**src/include/mfi_pkg.sv**
```systemverilog
// Package for the multifunction input decoder: function codes, widths, fields.
// Assumes a single 100 MHz control clock and an APB register bus.
`default_nettype none
package mfi_pkg;
  localparam int NUM_INPUTS = 7;
  localparam logic [7:0] CODE_EXT_FAULT_BASE = 8'h20;
  localparam logic [7:0] CODE_EXT_FAULT_LAST = 8'h2f;
  localparam logic [7:0] CODE_INTEG_RESET = 8'h30;
  localparam logic [7:0] CODE_INTEG_HOLD = 8'h31;
  localparam logic [7:0] CODE_RAMP_BYPASS = 8'h34;
  localparam logic [7:0] CODE_ERROR_INVERT = 8'h35;
  localparam logic [7:0] CODE_OPTION_SOURCE = 8'h36;
  localparam logic [7:0] CODE_PREHEAT = 8'h60;
  localparam logic [7:0] CODE_SEARCH_MAX = 8'h61;
  localparam logic [7:0] CODE_SEARCH_CMD = 8'h62;
  localparam logic [7:0] CODE_SEARCH_BLOCK = 8'h64;
  localparam logic [7:0] CODE_LOOP_TEST = 8'h67;
  localparam int FLT_SENSE_BIT = 0;
  localparam int FLT_WINDOW_BIT = 1;
  localparam int FLT_REACT_LSB = 2;
  localparam logic [1:0] REACT_DECEL = 2'h0;
  localparam logic [1:0] REACT_COAST = 2'h1;
  localparam logic [1:0] REACT_FAST = 2'h2;
  localparam logic [1:0] REACT_CONTINUE = 2'h3;
  localparam logic [1:0] SEARCH_ESTIMATE = 2'h0;
  localparam logic [1:0] SEARCH_CURRENT = 2'h2;
  localparam logic [1:0] SOURCE_TERMINALS = 2'h1;
  // Register byte offsets
  localparam logic [7:0] ADDR_FUNC_LO = 8'h00;
  localparam logic [7:0] ADDR_FUNC_HI = 8'h04;
  localparam logic [7:0] ADDR_SETTINGS = 8'h08;
  localparam logic [7:0] ADDR_STATUS = 8'h0c;
  localparam logic [7:0] ADDR_FAULTS = 8'h10;
  localparam logic [7:0] ADDR_FAULT_CLR = 8'h14;
  // Field positions in the settings register
  localparam int SET_SEARCH_LSB = 0;
  localparam int SET_SEARCH_ALL_BIT = 2;
  localparam int SET_REF_SRC_LSB = 4;
  localparam int SET_RUN_SRC_LSB = 6;
  localparam int SET_PREHEAT_LSB = 8;
  // Reset values
  localparam logic [31:0] FUNC_LO_RESET = 32'h00000000;
  // Seventh input powers up holding the loopback self-test code
  localparam logic [31:0] FUNC_HI_RESET = 32'h00670000;
  localparam logic [15:0] SETTINGS_RESET = 16'h0050;
  // Loopback test
  localparam logic [7:0] LOOP_PATTERN = 8'ha5;
  localparam int LOOP_BITS = 8;
  localparam int LOOP_WAIT_NS = 100;
  localparam int LOOP_WAIT_CYC = (LOOP_WAIT_NS + 9) / 10;
endpackage
`default_nettype wire

```
**src/verilog/mfi_loop_test.sv**
```systemverilog
// Serial loopback self-test: shifts a pattern out and compares what returns.
// Assumes tx is wired back to rx externally; rx_sync is already synchronised.
`default_nettype none
module mfi_loop_test
  import mfi_pkg::*;
(
  input wire logic clock,
  input wire logic rstn,
  input wire logic start,
  input wire logic rx_sync,
  output logic tx,
  output logic done,
  output logic pass
);
  typedef enum logic [1:0] {LT_IDLE, LT_SEND, LT_WAIT, LT_DONE} mfi_lt_e;
  typedef struct packed {
    mfi_lt_e st;
    logic [3:0] bitn;
    logic [3:0] wait_cnt;
    logic [7:0] got;
    logic tx;
    logic ok;
  } mfi_lt_s;
  mfi_lt_s s, next_s;

  always_comb
  begin
    next_s = s;
    case (s.st)
      LT_IDLE:
      begin
        next_s.tx = 1'b1;
        if (start)
        begin
          next_s.st = LT_SEND;
          next_s.bitn = 4'h0;
          next_s.tx = LOOP_PATTERN[0];
          next_s.wait_cnt = 4'h0;
        end
      end
      LT_SEND:
      begin
        // Wait for the bit to pass the pin and the synchroniser
        if (s.wait_cnt == 4'(LOOP_WAIT_CYC))
        begin
          next_s.wait_cnt = 4'h0;
          next_s.got = {rx_sync, s.got[7:1]};
          if (s.bitn == 4'(LOOP_BITS - 1))
            next_s.st = LT_WAIT;
          else
          begin
            next_s.bitn = s.bitn + 4'h1;
            next_s.tx = LOOP_PATTERN[3'(s.bitn + 4'h1)];
          end
        end
        else
          next_s.wait_cnt = s.wait_cnt + 4'h1;
      end
      LT_WAIT:
      begin
        next_s.tx = 1'b1;
        next_s.ok = (s.got == LOOP_PATTERN);
        next_s.st = LT_DONE;
      end
      LT_DONE: next_s.st = LT_DONE;
      default: next_s.st = LT_IDLE;
    endcase
  end

  always_ff @(posedge clock or negedge rstn)
  begin
    if (!rstn)
      s <= '{LT_IDLE, 4'h0, 4'h0, 8'h00, 1'b1, 1'b0};
    else
      s <= next_s;
  end

  assign tx = s.tx;
  assign done = (s.st == LT_DONE);
  assign pass = s.ok;

  chk_done_stable: assert property (@(posedge clock) disable iff (!rstn) done |=> done)
    else $error("self-test done dropped");
endmodule
`default_nettype wire

```
**src/verilog/mfi_decoder.sv**
```systemverilog
// Multifunction input decoder: maps seven contact inputs by function code onto drive control.
// Assumes contacts are asynchronous pins, run/stop status comes from drive logic on this clock.
//
// The implementer's own choices: the APB register port and the address map.
`default_nettype none
module mfi_decoder
  import mfi_pkg::*;
(
  input wire logic clock,
  input wire logic rstn,
  input wire logic psel,
  input wire logic penable,
  input wire logic pwrite,
  input wire logic [7:0] paddr,
  input wire logic [31:0] pwdata,
  output logic [31:0] prdata,
  output logic pready,
  output logic pslverr,
  input wire logic [NUM_INPUTS-1:0] contact_in,
  input wire logic run_cmd,
  input wire logic running,
  input wire logic start_req,
  input wire logic serial_rx,
  output logic serial_tx,
  output logic fault_decel,
  output logic fault_coast,
  output logic fault_fast,
  output logic fault_minor,
  output logic integ_zero,
  output logic integ_freeze,
  output logic ramp_bypass,
  output logic error_invert,
  output logic source_option,
  output logic preheat_on,
  output logic [7:0] preheat_level,
  output logic output_block,
  output logic search_go,
  output logic search_from_max,
  output logic search_current,
  output logic comm_alarm,
  output logic fault_contact,
  output logic test_pass
);
  typedef struct packed {
    logic [NUM_INPUTS-1:0] sync1;
    logic [NUM_INPUTS-1:0] sync2;
    logic rx1;
    logic rx2;
    logic [55:0] func;
    logic [15:0] settings;
    logic test_mode;
    logic strap_taken;
    logic [3:0] ext_stat;
    logic srch_prev;
    logic blk_prev;
    logic [31:0] prdata;
    logic pready;
    logic pslverr;
    logic [3:0] flt;
    logic zero;
    logic freeze;
    logic bypass;
    logic inv;
    logic src_opt;
    logic heat;
    logic [7:0] heat_lvl;
    logic blk;
    logic go;
    logic from_max;
    logic cur;
    logic alarm;
    logic fcont;
    logic pass;
  } mfi_st_s;
  mfi_st_s s, next_s;
  logic [NUM_INPUTS-1:0] act [0:15];
  logic [3:0] fault_hit;
  logic [NUM_INPUTS-1:0] flt_cfg;
  logic lt_tx, lt_done, lt_pass;

  // Per-input decode: one bit per function per input, collected for OR-reduction
  genvar gi;
  generate
    for (gi = 0; gi < NUM_INPUTS; gi = gi + 1)
    begin : g_in
      logic [7:0] code;
      logic closed;
      logic is_fault;
      logic seen;
      assign code = s.func[gi*8 +: 8];
      assign closed = s.sync2[gi];
      assign is_fault = (code >= CODE_EXT_FAULT_BASE) && (code <= CODE_EXT_FAULT_LAST);
      assign flt_cfg[gi] = is_fault;
      // Contact sense and detection window of an external fault
      assign seen = is_fault && (closed ^ code[FLT_SENSE_BIT])
                    && (!code[FLT_WINDOW_BIT] || running);
      for (genvar r = 0; r < 4; r = r + 1)
      begin : g_r
        assign act[r][gi] = seen && (code[FLT_REACT_LSB +: 2] == 2'(r));
      end
      assign act[4][gi] = closed && code == CODE_INTEG_RESET;
      assign act[5][gi] = closed && code == CODE_INTEG_HOLD;
      assign act[6][gi] = closed && code == CODE_RAMP_BYPASS;
      assign act[7][gi] = closed && code == CODE_ERROR_INVERT;
      assign act[8][gi] = code == CODE_OPTION_SOURCE;
      assign act[9][gi] = closed && code == CODE_OPTION_SOURCE;
      assign act[10][gi] = closed && code == CODE_PREHEAT;
      assign act[11][gi] = closed && code == CODE_SEARCH_MAX;
      assign act[12][gi] = closed && code == CODE_SEARCH_CMD;
      assign act[13][gi] = code == CODE_SEARCH_BLOCK;
      assign act[14][gi] = closed && code == CODE_SEARCH_BLOCK;
      assign act[15][gi] = 1'b0;
    end
  endgenerate

  assign fault_hit = {|act[REACT_CONTINUE], |act[REACT_FAST], |act[REACT_COAST], |act[REACT_DECEL]};

  mfi_loop_test u_loop (
    .clock(clock),
    .rstn(rstn),
    .start(s.test_mode),
    .rx_sync(s.rx2),
    .tx(lt_tx),
    .done(lt_done),
    .pass(lt_pass)
  );

  always_comb
  begin
    logic src_terms;
    logic want_opt;
    logic srch_in;
    logic blk_in;
    logic [1:0] meth;
    src_terms = 1'b0;
    want_opt = 1'b0;
    srch_in = 1'b0;
    blk_in = 1'b0;
    meth = 2'h0;
    next_s = s;
    next_s.sync1 = contact_in;
    next_s.sync2 = s.sync1;
    next_s.rx1 = serial_rx;
    next_s.rx2 = s.rx1;
    // Seventh input strap caught once after reset release
    if (!s.strap_taken)
    begin
      next_s.strap_taken = 1'b1;
      next_s.test_mode = (s.func[(NUM_INPUTS-1)*8 +: 8] == CODE_LOOP_TEST);
    end
    // APB slave, zero-wait answer: ready in the access cycle
    next_s.pready = 1'b0;
    next_s.pslverr = 1'b0;
    if (psel && !penable)
    begin
      next_s.pready = 1'b1;
      next_s.prdata = 32'h00000000;
      case (paddr)
        ADDR_FUNC_LO: next_s.prdata = s.func[31:0];
        ADDR_FUNC_HI: next_s.prdata = {8'h00, s.func[55:32]};
        ADDR_SETTINGS: next_s.prdata = {16'h0000, s.settings};
        ADDR_STATUS: next_s.prdata = {19'h00000, s.sync2, s.test_mode, lt_done, s.pass, s.alarm,
                                      s.src_opt, s.heat};
        ADDR_FAULTS: next_s.prdata = {28'h0000000, s.ext_stat};
        ADDR_FAULT_CLR: next_s.prdata = 32'h00000000;
        default: next_s.pslverr = 1'b1;
      endcase
    end
    if (psel && penable && s.pready && pwrite && !s.pslverr)
    begin
      case (paddr)
        ADDR_FUNC_LO: next_s.func[31:0] = pwdata;
        ADDR_FUNC_HI: next_s.func[55:32] = pwdata[23:0];
        ADDR_SETTINGS: next_s.settings = pwdata[15:0];
        ADDR_FAULT_CLR: next_s.ext_stat = s.ext_stat & ~pwdata[3:0];
        default: next_s.settings = s.settings;
      endcase
    end
    // Sticky fault record: a new fault wins over a clear
    next_s.ext_stat = next_s.ext_stat | fault_hit;
    next_s.flt = fault_hit;
    next_s.zero = |act[4];
    next_s.freeze = (|act[5]) && !(|act[4]);
    next_s.bypass = |act[6];
    next_s.inv = |act[7];
    src_terms = (s.settings[SET_REF_SRC_LSB +: 2] == SOURCE_TERMINALS)
                && (s.settings[SET_RUN_SRC_LSB +: 2] == SOURCE_TERMINALS);
    want_opt = (|act[8]) && src_terms && !(|act[9]);
    if (!running)
      next_s.src_opt = want_opt;
    next_s.heat = (|act[10]) && !run_cmd;
    next_s.heat_lvl = s.settings[SET_PREHEAT_LSB +: 8];
    blk_in = |act[13];
    next_s.blk = blk_in && !(|act[14]);
    next_s.blk_prev = |act[14];
    srch_in = (|act[11]) || (|act[12]);
    next_s.srch_prev = srch_in;
    next_s.go = (start_req && (srch_in || s.settings[SET_SEARCH_ALL_BIT]))
                || ((|act[14]) && !s.blk_prev);
    next_s.from_max = |act[11];
    meth = s.settings[SET_SEARCH_LSB +: 2];
    next_s.cur = (meth == SEARCH_CURRENT);
    if (lt_done && s.test_mode)
    begin
      next_s.alarm = !lt_pass;
      next_s.fcont = !lt_pass;
      next_s.pass = lt_pass;
    end
  end

  always_ff @(posedge clock or negedge rstn)
  begin
    if (!rstn)
    begin
      s <= '0;
      s.func <= {FUNC_HI_RESET[23:0], FUNC_LO_RESET};
      s.settings <= SETTINGS_RESET;
    end
    else
      s <= next_s;
  end

  always_ff @(posedge clock or negedge rstn)
  begin
    if (!rstn)
      serial_tx <= 1'b1;
    else
      serial_tx <= s.test_mode ? lt_tx : 1'b1;
  end

  assign prdata = s.prdata;
  assign pready = s.pready;
  assign pslverr = s.pslverr;
  assign {fault_minor, fault_fast, fault_coast, fault_decel} = s.flt;
  assign integ_zero = s.zero;
  assign integ_freeze = s.freeze;
  assign ramp_bypass = s.bypass;
  assign error_invert = s.inv;
  assign source_option = s.src_opt;
  assign preheat_on = s.heat;
  assign preheat_level = s.heat_lvl;
  assign output_block = s.blk;
  assign search_go = s.go;
  assign search_from_max = s.from_max;
  assign search_current = s.cur;
  assign comm_alarm = s.alarm;
  assign fault_contact = s.fcont;
  assign test_pass = s.pass;

  chk_reset_wins: assert property (@(posedge clock) disable iff (!rstn) !(integ_zero && integ_freeze))
    else $error("integral reset and hold both active");
  chk_src_stopped: assert property (@(posedge clock) disable iff (!rstn)
    running && $past(running) |-> $stable(source_option))
    else $error("source changed while running");
  chk_heat_run: assert property (@(posedge clock) disable iff (!rstn)
    $past(run_cmd) |-> !preheat_on)
    else $error("preheat during run");
  chk_fault_cfg: assert property (@(posedge clock) disable iff (!rstn)
    (fault_minor || fault_fast || fault_coast || fault_decel) |-> $past(|flt_cfg))
    else $error("fault raised with no fault code");
  chk_block_search: assert property (@(posedge clock) disable iff (!rstn)
    output_block |-> !$past(|act[14]))
    else $error("output blocked with contact closed");
  chk_alarm_pass: assert property (@(posedge clock) disable iff (!rstn) !(comm_alarm && test_pass))
    else $error("alarm and pass together");
  chk_bypass_follow: assert property (@(posedge clock) disable iff (!rstn)
    ramp_bypass == $past(|act[6]))
    else $error("ramp bypass lag wrong");
  chk_invert_follow: assert property (@(posedge clock) disable iff (!rstn)
    error_invert == $past(|act[7]))
    else $error("error invert lag wrong");
  cov_fault: cover property (@(posedge clock) fault_decel);
  cov_heat: cover property (@(posedge clock) preheat_on);
  cov_search: cover property (@(posedge clock) search_go);
  cov_test: cover property (@(posedge clock) test_pass);
endmodule
`default_nettype wire

```
**config.mk**
```make
export PLATFORM = sky130hd
export DESIGN_NAME = mfi_decoder
export DESIGN_NICKNAME = d
export VERILOG_FILES = /design/src/include/mfi_pkg.sv /design/src/verilog/mfi_loop_test.sv /design/src/verilog/mfi_decoder.sv
export SDC_FILE = /design/constraint.sdc
export NUM_CORES = 1
export LEC_CHECK = 0
export ABC_AREA = 1
export BUFFER_PORTS_ARGS = -buffer_cell sky130_fd_sc_hd__clkbuf_2
export CORE_ASPECT_RATIO = 1.25
export CORE_MARGIN = 4
export CORE_UTILIZATION = 59
export DETAILED_ROUTE_END_ITERATION = 8
export PLACE_DENSITY = 0.78
export SLEW_MARGIN = 20
export SYNTH_ARGS = -nofsm -noshare
export SYNTH_HDL_FRONTEND = slang
export SYNTH_SLANG_ARGS = --single-unit
```
**constraint.sdc**
```tcl
create_clock -name clock -period 3.7 [get_ports clock]
set_clock_uncertainty 0.05 [all_clocks]
set_input_delay 0.925 -clock clock [delete_from_list [all_inputs] [get_ports clock]]
set_output_delay 0.925 -clock clock [all_outputs]
set_load 0.01 [all_outputs]
```
**Word level (Yosys, flattened, before mapping)**

Memory sizes are Yosys's and may differ from the RTL's.
Cells that the tools add are included.

- Add/subtract/negate cells: 2
- Multipliers: 0
- Divide/modulo/power cells: 0
- Order comparisons: 15
- Equal/unequal tests: 103
- Shift-type cells: 0
- Muxes and demuxes: 17
- Bitwise logic cells: 10
- Reductions and logical operators: 188

Operator list:

| cell | number |
|---|---|
| $eq 8x6->1 const B | 35 |
| $eq 8x7->1 const B | 29 |
| $pmux 32 s5 | 1 |
| $logic_and 1x1->1 | 126 |
| $reduce_or 7->1 | 15 |
| $ge 8x6->1 const B | 7 |
| $le 8x6->1 const B | 7 |
| $eq 2x2->1 const B | 17 |
| $eq 2x1->1 const B | 10 |
| $eq 8x4->1 const B | 2 |
| $eq 8x5->1 const B | 2 |
| $logic_not 2->1 | 8 |
| $mux 4 | 4 |
| $pmux 8 s2 | 1 |
| $logic_not 1->1 | 15 |
| $logic_or 1x1->1 | 10 |
| $mux 10 | 1 |
| $reduce_and 2->1 | 5 |
| $add 4x1->4 const B | 2 |
| $eq 8x3->1 const B | 1 |
| $eq 8x8->1 const B | 1 |
| $logic_not 8->1 | 1 |
| $xor 1x1->1 | 7 |
| $mux 6 | 1 |
| other kinds (17) | 27 |

- Register bits: 174
- Latch bits: 0
- Bits in writable memories: 0
- Memory bits (read-only): 8
- Input bits: 56
- Output and inout port bits: 60
- Logic and storage cells: 371
- Memories kept: 1

Memory list:

| memory | words | width | read ports | clocked after Yosys merged registers in | wr ports | line | source |
|---|---|---|---|---|---|---|---|
| (name not given) | 8 | 1 | 1 | 0 | 0 | mfi_loop_test.sv:53 | `next_s.tx = LOOP_PATTERN[3'(s.bitn + 4'h1)];` |

**Longest topological paths before layout**

- Word-level depth: 7
- Depth in mapped cells: 11
- Gate-level depth less buffers: 11

**Hierarchy**

Synthesis repeated with hierarchy kept, for this count alone.

- Cell total of the unflattened synthesis: 1160
- Area, all modules: 8949.8 sq um

By module, submodules not included:

| module | instances | cells an instance | area an instance (sq um) | sequential area each (sq um) |
|---|---|---|---|---|
| mfi_decoder | 1 | 1036 | 7908.8 | 3863.7 |
| mfi_loop_test | 1 | 124 | 1041.0 | 501.7 |

**Worst setup path before layout**

Ideal clock, no wire load.

- Path type: input port to flip-flop
- Start: in paddr[0]
- End: reg s[69] (netlist name)
- Library setup time: 0.122 ns
- Arrival time: 1.844 ns
- Path slack: 1.684 ns
- Stages: 7
- Buffers on the path: 1
- Cell sequence: inv_1 nand2_1 nor4_2 nand2_1 buf_2 nand2_1 o21ai_1

- Word-level cells in the longest chain between the ends: 2

Ends and longest elaborated chain:

| item | line | source |
|---|---|---|
| from (decl) | mfi_decoder.sv:14 | `input wire logic [7:0] paddr,` |
| $eq 8x4->1 | mfi_decoder.sv:171 | `case (paddr)` |
| $reduce_and 2->1 (no line) | -- |  |
| to (signal assigned) | mfi_decoder.sv:220 | `s <= next_s;` |
| to (decl) | mfi_decoder.sv:75 | `mfi_st_s s, next_s;` |

No other way between the ends.
A chain may end at the register's enable or synchronous reset.

**Final worst setup path**

- Start: in paddr[5]
- End: reg s, in the netlist g_in[0].code[2]

- Word-level cells in the longest chain between the ends: 2

Ends and longest elaborated chain:

| item | line |
|---|---|
| $logic_not 8->1 | mfi_decoder.sv:171 |
| $reduce_and 2->1 (no line) | -- |

No other way between the ends.

==> results by stage <==
Worst setup path:
- For flop-to-flop paths, the worst setup slack is 1.63 ns.
- For the worst flop-to-flop path, the logic depth is 8.
- The kind of critical path is input port to flop.
- The required arrival time at the worst endpoint is 3.95 ns.
- Counting buffers and inverters, the worst setup path is 11 cells deep.
- The kind of start point of the critical path is an input port.
- For the worst setup path, the data arrival time is 2.91 ns.
- The signal on the critical path passes through clkbuf_2, nor2_1, nand3_1, inv_2, buf_4, nand2_2, inv_2, nand2_2, buf_4, nand2_1, o21ai_1.
- The largest delay contributor family on the critical path is buffers and inverters.
- In this run the worst path has a maximum fanout of 33.
- In this run the worst setup path begins at paddr[5].
- The launch point of the worst reg-to-reg path is pready.
- The endpoint identified for the worst register-to-register timing path is g_in[0].code[2].
- Among all stages on the critical path, the largest delay is contributed by nand2_2.
- The last element of the critical path is g_in[0].code[2].
- The delay contributed by the slowest stage of the critical path is 0.40 ns.
- Together, buffers and inverters on the worst path number 5.
- The worst setup path is captured at a flop.

Global routing:
- The first global-routing pass estimated 39.2 mm of wire.
- The total overflow left after global routing is 0.
- The number of global-route vias before repair was 7645.
- The initial antenna violation count was 0.
- Entering global routing, the biggest net connects 70 pins.
- The total routing resource utilization after global routing is 29.6%.

Final layout:
- The library cell used most frequently in the layout, excluding fill and tap cells, is nand2_1.
- The top cell types in the final layout, fill and taps aside, are nand2_1 (298), dfrtp_1 (165), nor2_1 (160), inv_1 (125), clkbuf_2 (114).
- The diode insertion count for antenna repair is 0.
- Leaving out filler cells and counting taps, the final layout contains 1416.
- The layout-stage area growth over the synthesis result is 11.5%.
- The fraction of layout instances using a drive strength above 1 is 14.9%.
- In the final design database the tool counted 1284 nets.
- For this run, the share of the core covered by cells in the final layout is 67.8%.

Timing:
- The worst pin sits at a relative slew slack of 38.0%.
- The time the final worst path needs with I/O delays and setup is 2.66 ns.
- For the pin with the worst max-slew slack, the measured transition is 0.925 ns.
- After routing, the total negative slack on setup checks comes to 0 ns.
- The count of endpoints failing hold in the final timing report came to 0.
- Derived from the worst setup path, the maximum achievable clock frequency is 376 MHz.
- Setup repair after global routing left no endpoint under its margin.
- The count of pins over their slew limit is 0.
- The total of endpoints with negative setup slack in the final report is 0.
- The final period utilization is 71.9%.
- Hold is met by 0.298 ns.

Clocking:
- The insertion delay of the later-clocked pin in the worst-skew pair is 0.43 ns.
- The post-CTS setup repair buffer count is 0.
- After clock tree synthesis, the clock-pin slew on the worst setup and hold paths is 0.06 ns.
- The post-cts sizing count is 0.
- The number of buffers inserted during clock tree synthesis is 17.
- For this design, the sink count on the clock tree is 174.
- CTS placed an instance of clkbuf_16 at the clock tree root.
- In this run the number of H-tree levels came out at 4.
- The clock tree buffer depth is 2.
- The CTS tree is yes.
- The number of hold buffers added after CTS was 0.

Die:
- The die span in x is 117 µm.
- The initial utilization of the core area, before any placement, comes to 60.8%.
- In this run the core area contains 49 standard-cell rows.
- Pin placement for this block handled 116 I/O pins.
- From bottom edge to top edge, the die measures 145 µm.
- The die outline area is 17000 µm².
- The core area is 14500 µm².

Logic synthesis:
- The net count of the mapped netlist is 1214.
- The post-synthesis instance area is 8830 µm².
- The cell count after synthesis is 1155.
- After synthesis, the mean cell area works out to 7.65 µm².
- The number of synthesis warnings is 0.
- The post-synthesis register bit count is 174.
- The sequential-to-total area share from yosys stat is 49.4%.
- The post-synthesis cell type count is 40.

Power and ir drop:
- Net switching is 23.1% of the power.
- The cell area power density is 398 nW/µm².
- The leakage power is 0.00504 µW.
- Of the total power, registers draw 49.6%.
- The worst-case IR drop observed on VDD is 0.349 mV.
- The proportion of power drawn by combinational gates is 4.2%.
- The clock network fraction of total power is 46.1%.
- The internal power of the cells totals 3020 µW.
- The net switching power of the design is 905 µW.

Run:
- Across the run, the number of max-cap violations was 0.

Route:
- After detailed routing, the average wire length per cell comes to 17.1 µm.
- The total via count in the routed design is 7796.
- Wires add up to 24.1 mm.
- The average vias per placed instance is 5.51.
- The DRC violation total after the first TritonRoute iteration is 615.
- After detailed routing, the number of remaining DRC violations is 0.
- The iteration count of the initial detailed-routing pass is 6.
- The count of nets left with antenna violations once routing finished came out at 0.

Placed design:
- The number of port buffers is 115.
- Including well taps, the total number of placed cells is 1384.
- The weighted congestion at the end of routability-driven global placement is 1.05.
- Once detailed placement completed, the half-perimeter wirelength came to 18.2 mm.

Min path:
- The classification of the worst-slack hold path is flop to flop.

Outcome:
- The run finished with clean final reports.
==> synth_stat cells (all sizes together) <==
master | count | share of area, %
mux2i | 1 | 0.11
a32o | 1 | 0.11
nor3 | 22 | 1.5
o211ai | 1 | 0.085
dfrtp | 165 | 47
o21a | 1 | 0.085
o22ai | 9 | 0.64
o31ai | 14 | 1.2
dfstp | 9 | 2.7
xnor2 | 1 | 0.099
nor4 | 3 | 0.28
o21ai | 109 | 6.2
clkbuf | 13 | 0.55
a31oi | 2 | 0.14
nand2 | 302 | 13
o41ai | 1 | 0.099
nand3 | 90 | 5.1
nor2 | 163 | 7.1
or2 | 1 | 0.071
inv | 132 | 5.6
a21oi | 19 | 1.1
nand4 | 21 | 1.5
and3 | 1 | 0.071
nand3b | 1 | 0.085
conb | 1 | 0.042
and2 | 2 | 0.14
a221oi | 1 | 0.099
xor2 | 3 | 0.30
ha | 3 | 0.43
buf | 63 | 5.0
==> power by group through the flow <==
stage | registers (µW) | logic (µW) | clock network [µW]
floorplan | 1970 | 76.5 | 0
global placement | 1980 | 166 | 0
detailed placement | 1980 | 169 | 0
CTS | 1950 | 169 | 1840
global route | 1950 | 187 | 1920
finish | 1950 | 167 | 1810
==> cells by family after synthesis <==
family	Yosys count	share of synthesized area, %
multiplexers	1	0.113
AND/OR/NAND/NOR	606	28.8
XOR/XNOR	4	0.397
flip-flops	174	49.4
buffers and inverters	208	11.1
other	1	0.0425
adder cells (fa/ha/maj)	3	0.425
AO/OA/AOI/OAI	158	9.70
==> worst min path at each step <==
stage	from	endpoint	slack (ns)	cells past startpoint
finish	next_s[144]	g_in[3].closed	0.30	0
global route	next_s[143]	g_in[2].closed	0.31	0
CTS	next_s[144]	g_in[3].closed	0.30	0
detailed placement	next_s[144]	g_in[3].closed	0.29	0
global placement	next_s[146]	g_in[5].closed	0.28	0
floorplan	next_s[141]	g_in[0].closed	0.28	0
==> layer usage <==
metal  up-vias  track usage [%]  routed length [µm]
met5         -                0                   0
met4         0             13.3                 901
met3        75             5.44                1510
met2       312             49.5               11600
met1      3612             38.2               10200
li1       3797                -                   -
==> through the flow <==
| step | worst slack (ns) | power, µW | instance area (µm²) |
|---|---|---|---|
| global placement | 0.708 | 2150 | 9260 |
| detailed placement | 0.647 | 2150 | 9260 |
| floorplan | 1.68 | 2050 | 8830 |
| global route | 0.878 | 4050 | 9850 |
| CTS | 1.08 | 3950 | 9850 |
| finish | 1.04 | 3920 | 9850 |
==> sequential cells by signal, indices dropped and copies added, names as in the netlist, 7 cells and up <==
| register | count |
|---|---|
| g_in.closed | 7 |
| g_in.code | 56 |
| next_s | 16 |
| prdata | 32 |
| preheat_level | 8 |
| s | 16 |
| u_loop.s | 18 |
==> cell type report <==
| class | count | area [µm²] |
|---|---|---|
| clock buffer | 22 | 464 |
| multi-input combinational | 773 | 3490 |
| timing repair buffer | 127 | 684 |
| clock inverter | 10 | 128 |
| tap | 178 | 223 |
| sequential | 174 | 4370 |
| fill | 1264 | 4680 |
| inverter | 132 | 495 |
==> worst reg2reg max path, stage by stage, from the launching register on <==
cell and delay (ns):
dfrtp_1 0.37, inv_1 0.05, nor2_1 0.03, nand3_1 0.19
inv_1 0.18, nand2_2 0.47, buf_4 0.43, nand2_1 0.10
o21ai_1 0.11
Note: power is estimated with default switching activity, not from simulation.
